### config.mk
export PLATFORM = sky130hd
export DESIGN_NAME = acs_top
export DESIGN_NICKNAME = d
export VERILOG_FILES = /design/src/common/acs_pkg.sv /design/src/verilog/acs_expect_reg.sv /design/src/verilog/acs_top.sv
export SDC_FILE = /design/constraint.sdc
export NUM_CORES = 1
export LEC_CHECK = 0
export ABC_CLOCK_PERIOD_IN_PS = 7400
export BUFFER_PORTS_ARGS = -buffer_cell sky130_fd_sc_hd__buf_2
export CAP_MARGIN = 5
export CORE_ASPECT_RATIO = 0.5
export CORE_UTILIZATION = 54
export DETAILED_ROUTE_END_ITERATION = 12
export PLACE_DENSITY = 0.85
export REMOVE_ABC_BUFFERS = 1
export SLEW_MARGIN = 20
export SYNTH_ARGS = -nofsm -noshare
export SYNTH_HDL_FRONTEND = slang
export SYNTH_SLANG_ARGS = --single-unit
export TNS_END_PERCENT = 5
### constraint.sdc
create_clock -name clk -period 7.4 [get_ports clk]
set_input_delay 1.48 -clock clk [delete_from_list [all_inputs] [get_ports clk]]
set_output_delay 1.48 -clock clk [all_outputs]
set_load 0.03 [all_outputs]
### src/common/acs_pkg.sv
// Purpose: shared constants and types of the atomic compare and conditional store unit
// Assumes: one core clock, 32-bit data path
// Notes:   special register selector and field positions live here only
package acs_pkg;
  localparam int           DATA_W       = 32;
  localparam int           ADDR_W       = 32;
  localparam int           SR_SEL_W     = 8;
  localparam int           IMM_W        = 8;
  localparam int           IMM_SHIFT    = 2;
  localparam int           DREG_W       = 4;
  localparam logic [7:0]   SR_COMPARE   = 8'h0C;
  localparam logic [1:0]   WORD_ALIGN   = 2'h0;
  localparam logic [31:0]  RESULT_CLEAR = 32'h0000_0000;

  typedef enum logic [1:0] {
    OP_SR_READ  = 2'b00,
    OP_SR_WRITE = 2'b01,
    OP_SR_SWAP  = 2'b10,
    OP_CSTORE   = 2'b11
  } acs_op_type;

  typedef enum logic [1:0] {
    ST_IDLE  = 2'b00,
    ST_DRAIN = 2'b01,
    ST_BUS   = 2'b10,
    ST_RESP  = 2'b11
  } acs_state_type;
endpackage : acs_pkg

### src/verilog/acs_expect_reg.sv
// Purpose: expected-value special register with read, write and swap access
// Assumes: caller issues at most one access per cycle
// Notes:   data register, not cleared by reset
`timescale 1ns/100ps
module acs_expect_reg (
  input  wire logic                       clk,
  input  wire logic                       wr_en,
  input  wire logic [acs_pkg::DATA_W-1:0] wr_data,
  output logic      [acs_pkg::DATA_W-1:0] value
);
  logic [acs_pkg::DATA_W-1:0] value_r;
  logic [acs_pkg::DATA_W-1:0] value_nxt;

  always_comb begin
    value_nxt = value_r;
    if (wr_en) begin
      value_nxt = wr_data;
    end
  end

  // no reset: content undefined until software writes it
  always_ff @(posedge clk) begin
    value_r <= value_nxt;
  end

  assign value = value_r;
endmodule : acs_expect_reg

### src/verilog/acs_top.sv
// Purpose: conditional store unit with expected-value register and atomic bus pair
// Assumes: prior_done comes from the load/store unit on the same clock
// Notes:   later accesses must honour order_hold while it is high
`timescale 1ns/100ps
module acs_top (
  input  wire logic                         clk,
  input  wire logic                         rstn,
  input  wire logic                         instr_valid,
  input  wire acs_pkg::acs_op_type          instr_op,
  input  wire logic [acs_pkg::SR_SEL_W-1:0] instr_sr_sel,
  input  wire logic [acs_pkg::ADDR_W-1:0]   instr_base,
  input  wire logic [acs_pkg::IMM_W-1:0]    instr_imm,
  input  wire logic [acs_pkg::DATA_W-1:0]   instr_data,
  input  wire logic [acs_pkg::DREG_W-1:0]   instr_dreg,
  input  wire logic                         instr_bypass,
  input  wire logic                         prior_done,
  input  wire logic                         bus_ready,
  input  wire logic                         bus_rsp_valid,
  input  wire logic [acs_pkg::DATA_W-1:0]   bus_rsp_data,
  output logic                              instr_ready,
  output logic                              order_hold,
  output logic                              bus_valid,
  output logic                              bus_lock,
  output logic      [acs_pkg::ADDR_W-1:0]   bus_addr,
  output logic      [acs_pkg::DATA_W-1:0]   bus_cmp_data,
  output logic      [acs_pkg::DATA_W-1:0]   bus_new_data,
  output logic                              result_valid,
  output logic      [acs_pkg::DATA_W-1:0]   result_data,
  output logic      [acs_pkg::DREG_W-1:0]   result_dreg,
  output logic                              result_fault
);
  acs_pkg::acs_state_type     state_r;
  acs_pkg::acs_state_type     state_nxt;
  logic                       ready_r;
  logic                       ready_nxt;
  logic                       hold_r;
  logic                       hold_nxt;
  logic                       bvalid_r;
  logic                       bvalid_nxt;
  logic                       lock_r;
  logic                       lock_nxt;
  logic [acs_pkg::ADDR_W-1:0] addr_r;
  logic [acs_pkg::ADDR_W-1:0] addr_nxt;
  logic [acs_pkg::DATA_W-1:0] cmp_r;
  logic [acs_pkg::DATA_W-1:0] cmp_nxt;
  logic [acs_pkg::DATA_W-1:0] new_r;
  logic [acs_pkg::DATA_W-1:0] new_nxt;
  logic                       rvalid_r;
  logic                       rvalid_nxt;
  logic [acs_pkg::DATA_W-1:0] rdata_r;
  logic [acs_pkg::DATA_W-1:0] rdata_nxt;
  logic [acs_pkg::DREG_W-1:0] rdreg_r;
  logic [acs_pkg::DREG_W-1:0] rdreg_nxt;
  logic                       fault_r;
  logic                       fault_nxt;
  logic                       sr_wr;
  logic [acs_pkg::DATA_W-1:0] sr_value;
  logic                       accept;
  logic                       sel_ok;

  function automatic logic [acs_pkg::ADDR_W-1:0] eff_addr(
    input logic [acs_pkg::ADDR_W-1:0] base,
    input logic [acs_pkg::IMM_W-1:0]  imm
  );
    logic [acs_pkg::ADDR_W-1:0] ofs;
    ofs = {{(acs_pkg::ADDR_W-acs_pkg::IMM_W-acs_pkg::IMM_SHIFT){1'b0}}, imm,
           acs_pkg::WORD_ALIGN};
    return acs_pkg::ADDR_W'(base + ofs);
  endfunction : eff_addr

  assign accept = instr_valid & ready_r;
  assign sel_ok = (instr_sr_sel == acs_pkg::SR_COMPARE);
  assign sr_wr  = accept & sel_ok & ((instr_op == acs_pkg::OP_SR_WRITE) |
                                     (instr_op == acs_pkg::OP_SR_SWAP));

  acs_expect_reg u_expect (
    .clk     (clk),
    .wr_en   (sr_wr),
    .wr_data (instr_data),
    .value   (sr_value)
  );

  always_comb begin
    state_nxt  = state_r;
    hold_nxt   = hold_r;
    bvalid_nxt = bvalid_r;
    lock_nxt   = lock_r;
    addr_nxt   = addr_r;
    cmp_nxt    = cmp_r;
    new_nxt    = new_r;
    rvalid_nxt = 1'b0;
    rdata_nxt  = rdata_r;
    rdreg_nxt  = rdreg_r;
    fault_nxt  = fault_r;
    case (state_r)
      acs_pkg::ST_IDLE: begin
        if (accept) begin
          rdreg_nxt = instr_dreg;
          case (instr_op)
            acs_pkg::OP_SR_READ, acs_pkg::OP_SR_SWAP: begin
              rvalid_nxt = 1'b1;
              rdata_nxt  = sel_ok ? sr_value : acs_pkg::RESULT_CLEAR;
              fault_nxt  = ~sel_ok;
            end
            acs_pkg::OP_SR_WRITE: begin
              fault_nxt = ~sel_ok;
            end
            acs_pkg::OP_CSTORE: begin
              if (instr_bypass) begin
                addr_nxt  = eff_addr(instr_base, instr_imm);
                cmp_nxt   = sr_value;
                new_nxt   = instr_data;
                hold_nxt  = 1'b1;
                fault_nxt = 1'b0;
                state_nxt = acs_pkg::ST_DRAIN;
              end else begin
                rvalid_nxt = 1'b1;
                rdata_nxt  = acs_pkg::RESULT_CLEAR;
                fault_nxt  = 1'b1;
              end
            end
            default: begin
              fault_nxt = 1'b1;
            end
          endcase
        end
      end
      acs_pkg::ST_DRAIN: begin
        if (prior_done) begin
          bvalid_nxt = 1'b1;
          lock_nxt   = 1'b1;
          state_nxt  = acs_pkg::ST_BUS;
        end
      end
      acs_pkg::ST_BUS: begin
        if (bus_ready) begin
          bvalid_nxt = 1'b0;
          state_nxt  = acs_pkg::ST_RESP;
        end
      end
      acs_pkg::ST_RESP: begin
        if (bus_rsp_valid) begin
          lock_nxt   = 1'b0;
          hold_nxt   = 1'b0;
          rvalid_nxt = 1'b1;
          rdata_nxt  = bus_rsp_data;
          state_nxt  = acs_pkg::ST_IDLE;
        end
      end
      default: begin
        state_nxt = acs_pkg::ST_IDLE;
      end
    endcase
    ready_nxt = (state_nxt == acs_pkg::ST_IDLE);
  end

  always_ff @(posedge clk or negedge rstn) begin
    if (!rstn) begin
      state_r  <= acs_pkg::ST_IDLE;
      ready_r  <= 1'b1;
      hold_r   <= 1'b0;
      bvalid_r <= 1'b0;
      lock_r   <= 1'b0;
      addr_r   <= '0;
      cmp_r    <= '0;
      new_r    <= '0;
      rvalid_r <= 1'b0;
      rdata_r  <= '0;
      rdreg_r  <= '0;
      fault_r  <= 1'b0;
    end else begin
      state_r  <= state_nxt;
      ready_r  <= ready_nxt;
      hold_r   <= hold_nxt;
      bvalid_r <= bvalid_nxt;
      lock_r   <= lock_nxt;
      addr_r   <= addr_nxt;
      cmp_r    <= cmp_nxt;
      new_r    <= new_nxt;
      rvalid_r <= rvalid_nxt;
      rdata_r  <= rdata_nxt;
      rdreg_r  <= rdreg_nxt;
      fault_r  <= fault_nxt;
    end
  end

  assign instr_ready  = ready_r;
  assign order_hold   = hold_r;
  assign bus_valid    = bvalid_r;
  assign bus_lock     = lock_r;
  assign bus_addr     = addr_r;
  assign bus_cmp_data = cmp_r;
  assign bus_new_data = new_r;
  assign result_valid = rvalid_r;
  assign result_data  = rdata_r;
  assign result_dreg  = rdreg_r;
  assign result_fault = fault_r;

  property p_cmp_operand;
    @(posedge clk) disable iff (!rstn)
      bvalid_r |-> (cmp_r == sr_value);
  endproperty
  a_cmp_operand: assert property (p_cmp_operand) else $error("compare operand differs");

  property p_lock_span;
    @(posedge clk) disable iff (!rstn)
      (state_r == acs_pkg::ST_BUS || state_r == acs_pkg::ST_RESP) |-> lock_r;
  endproperty
  a_lock_span: assert property (p_lock_span) else $error("lock dropped mid pair");

  property p_old_value;
    @(posedge clk) disable iff (!rstn)
      (state_r == acs_pkg::ST_RESP && bus_rsp_valid) |=>
        (rvalid_r && rdata_r == $past(bus_rsp_data) && !lock_r && ready_r);
  endproperty
  a_old_value: assert property (p_old_value) else $error("old value not returned");

  property p_sr_read;
    @(posedge clk) disable iff (!rstn)
      (accept && sel_ok && instr_op == acs_pkg::OP_SR_READ) |=>
        (rvalid_r && !fault_r && rdata_r == $past(sr_value));
  endproperty
  a_sr_read: assert property (p_sr_read) else $error("register read wrong");

  property p_sr_swap;
    @(posedge clk) disable iff (!rstn)
      (accept && sel_ok && instr_op == acs_pkg::OP_SR_SWAP) |=>
        (sr_value == $past(instr_data) && rdata_r == $past(sr_value));
  endproperty
  a_sr_swap: assert property (p_sr_swap) else $error("register swap wrong");

  property p_bypass_only;
    @(posedge clk) disable iff (!rstn)
      (accept && instr_op == acs_pkg::OP_CSTORE && !instr_bypass) |=>
        (rvalid_r && fault_r && state_r == acs_pkg::ST_IDLE) ##1 !bvalid_r;
  endproperty
  a_bypass_only: assert property (p_bypass_only) else $error("cached store issued");

  property p_drain;
    @(posedge clk) disable iff (!rstn)
      $rose(bvalid_r) |-> $past(prior_done) && $past(state_r == acs_pkg::ST_DRAIN);
  endproperty
  a_drain: assert property (p_drain) else $error("pair issued before drain");

  property p_hold_later;
    @(posedge clk) disable iff (!rstn)
      (state_r != acs_pkg::ST_IDLE) |-> (hold_r && !ready_r);
  endproperty
  a_hold_later: assert property (p_hold_later) else $error("later access released");

  property p_addr;
    @(posedge clk) disable iff (!rstn)
      (accept && instr_op == acs_pkg::OP_CSTORE && instr_bypass) |=>
        (addr_r == $past(instr_base) + {$past(instr_imm), 2'b00});
  endproperty
  a_addr: assert property (p_addr) else $error("address wrong");

  c_atomic: cover property (@(posedge clk) disable iff (!rstn)
    (state_r == acs_pkg::ST_RESP && bus_rsp_valid) ##1 rvalid_r);
  c_drain_wait: cover property (@(posedge clk) disable iff (!rstn)
    (state_r == acs_pkg::ST_DRAIN && !prior_done) [*3] ##1 prior_done ##1 bvalid_r);
  c_swap: cover property (@(posedge clk) disable iff (!rstn)
    accept && sel_ok && instr_op == acs_pkg::OP_SR_SWAP);
endmodule : acs_top

==> flow_summary.json <==
{
  "finalHoldViolCount": 0,
  "yosys.area.top_type": "dfrtp_1",
  "cp-start-kind": "input port",
  "port-buffer-count": 262,
  "drt_first_pass_iters": 5,
  "insertedDiodeCount": 0,
  "leakage_uw": 0.00495,
  "crit_arrival_ns": 3.64,
  "yosysSeqAreaShare_pct": 59.8,
  "timing.final.crit_share_pct": 45.2,
  "crit_fanout": 80,
  "yosysWarningCount": 0,
  "gp_congestion": 0.833,
  "coreArea_sq_um": 13100,
  "slew_headroom_pct": 27.9,
  "status": "finished, final reports clean",
  "postSynthCellCount": 738,
  "die_x_um": 168,
  "maxSlewViolCount": 0,
  "tns_ns": 0,
  "rows": 29,
  "cts_buffer_depth": 2,
  "avgSynthCellArea_sq_um": 10.1,
  "syn_area_sq_um": 7470,
  "yosysTopAreaCellShare_pct": 46.6,
  "crit_family": "simple AND/OR/NAND/NOR gates",
  "clk_pin_slew_worst_paths_ns": 0.07,
  "cpMaxStageDelayCell": "or2_4",
  "cts_buffers": 17,
  "finalSetupViolations": 0,
  "htreeDepth": 4,
  "io_pins": 263,
  "hold_buffers": 0,
  "post-route-drc-count": 0,
  "initial_core_util_pct": 57.2,
  "area_growth_pct": 26.8,
  "clk_latency_ns": 0.41,
  "vias": 6337,
  "max_stage_delay_ns": 0.72,
  "cp-end-kind": "flop",
  "worst_path_most_repeated_cell": "nand2_1",
  "synthFlopType": "dfrtp_1",
  "grt_pass1_vias": 6243,
  "path_class": "input port to flop",
  "critPathRequiredTime_ns": 7.69,
  "critPathBufInv": 2,
  "fin_skew_ns": 0.0109,
  "final_cells": 1171,
  "fill_cells": 974,
  "antenna_found_initial": 0,
  "layout_min_cycle_time_ns": 3.35,
  "antenna_left": 0,
  "cts_resized": 0,
  "synth-seq-cells": 172,
  "root_buffer": "clkbuf_16",
  "dp_hpwl_mm": 13.1,
  "synth-edff-count": 32,
  "tightest_slew_ns": 1.08,
  "hold_ws_ns": 0.468,
  "cts_tree": "built",
  "path_cells": "buf_2, ha_1, nand2_1, or2_4, buf_4, nor2_1, mux2i_1, nand2_1",
  "post_cts_buffers": 0,
  "p_per_area_nw_per_um2": 408,
  "rsz0062_at_grt": "no",
  "fin_util_pct": 72.5,
  "synthTopCellsByArea": "dfrtp_1 (47%), nand2_1 (14%), edfxtp_1 (13%), o21ai_0 (4.0%), a22oi_1 (3.3%)",
  "grt_max_degree": 86,
  "dieArea_sq_um": 14300,
  "cts_sinks": 172,
  "gr-total-overflow": 0,
  "ir_drop_v": 0.000211,
  "final_layout_size_suffix_gt1_share_pct": 31.8,
  "grt_pass1_wl_mm": 30.9,
  "dp_cells": 1139,
  "final_nets": 1130,
  "vias_per_cell": 5.41,
  "hp-class": "flop to flop",
  "drt_wl_total_mm": 19.3,
  "wire_per_inst_um": 16.4,
  "drt_iter0_markers": 564,
  "synthDistinctLibCells": 52,
  "async_flop_share_pct": 81.4,
  "die_height_um": 85.2,
  "fmax_ghz": 0.299,
  "max_cap_violations": 0,
  "gr-usage-all-layers_pct": 27.7
}
[layer usage]
metal | routed length [um] | share of wire [%] | global-route usage (%) | vias to the layer above
li1 | - | - | - | 3022
met1 | 7800 | 40 | 34.5 | 3018
met2 | 9940 | 52 | 49.6 | 253
met3 | 1020 | 5.3 | 4.34 | 44
met4 | 499 | 2.6 | 10.5 | 0
met5 | 0 | 0 | 0 | -
[cell usage in the layout, fill, tap and decap left out, drive strengths merged, types with 3 or more instances in the layout]
cell,count
a21oi,9
and2,5
nand3,11
xnor2,3
clkinv,5
nand4,9
dfrtp,139
inv,13
edfxtp,32
or3,3
mux2,4
nand2,279
and3,4
or4,3
buf,267
and4,6
nand4b,3
o21ai,66
xor2,18
ha,16
a31oi,3
clkbuf,17
a22oi,33
nor2,13
o211ai,11
[final timing paths]
path	from	end	slack, ns	depth (start not counted)
worst min register to register	u_expect.value[14]$_DFFE_PP_	bus_cmp_data[14]$_DFFE_PN0P_	0.47	2
max in group asynchronous	rstn	bus_cmp_data[29]$_DFFE_PN0P_	5.01	2
min in group asynchronous	rstn	bus_addr[15]$_DFFE_PN0P_	1.10	1
worst min-delay path	u_expect.value[14]$_DFFE_PP_	bus_cmp_data[14]$_DFFE_PN0P_	0.47	2
worst max register to register	state_r[1]$_DFF_PN0_	result_data[0]$_DFFE_PN0P_	4.36	5
worst max-delay path	instr_op[0]	bus_addr[30]$_DFFE_PN0P_	4.05	8
[kinds of logic (layout without fill, tap and decap cells)]
kind of cell,after synthesis,after routing,synth area share (%)
compound gates,134,134,11.6
xor+xnor,21,21,2.46
fa+ha+maj,17,17,2.95
buf+inv,43,306,2.71
flops,172,172,59.8
mux,6,6,0.871
simple gates,345,345,19.6
[synthesized netlist by cell type, types with 13 or more instances]
cell type  number
nand2_1       278
dfrtp_1       139
o21ai_0        60
a22oi_1        33
edfxtp_1       32
xor2_1         18
clkbuf_1       16
ha_1           16
buf_2          15
nor2_1         13
[power breakdown]
| part | switching, uW | total [uW] | internal (uW) |
|---|---|---|---|
| Sequential | 169 | 1440 | 1270 |
| Combinational | 1120 | 1530 | 413 |
| Clock | 386 | 890 | 504 |
[area by class of cell]
cell class | instances | area (sq um) | share of cell area [%]
Clock buffer | 17 | 425 | 4.49
Clock inverter | 15 | 161 | 1.70
Inverter | 7 | 26.3 | 0.277
Multi-Input combinational cell | 523 | 2820 | 29.8
Sequential cell | 172 | 4470 | 47.2
Tap cell | 170 | 213 | 2.25
Timing Repair Buffer | 267 | 1360 | 14.3
[tightest hold or removal path: stages, from the launching register on]
cell and delay (ns):
edfxtp_1 0.35, nand2_1 0.05, nand2_1 0.05
[stage by stage]
stage | instance area (sq um) | setup slack (ns) | power [uW]
floorplan | 7290 | 2.78 | 2440
global placement | 8880 | 3.67 | 2930
detailed placement | 8880 | 3.64 | 2980
CTS | 9470 | 4.07 | 3880
global route | 9470 | 3.87 | 4070
finish | 9470 | 4.05 | 3860
[sequential cells by signal (all words and copies together), names as in the netlist]
name / count
bus_addr: 32
bus_cmp_data: 32
bus_new_data: 32
result_data: 32
u_expect.value: 32
result_dreg: 4
state_r: 2
bus_lock: 1
bus_valid: 1
instr_ready: 1
order_hold: 1
result_fault: 1
result_valid: 1
No activity file was read; power rests on OpenSTA's default activity.
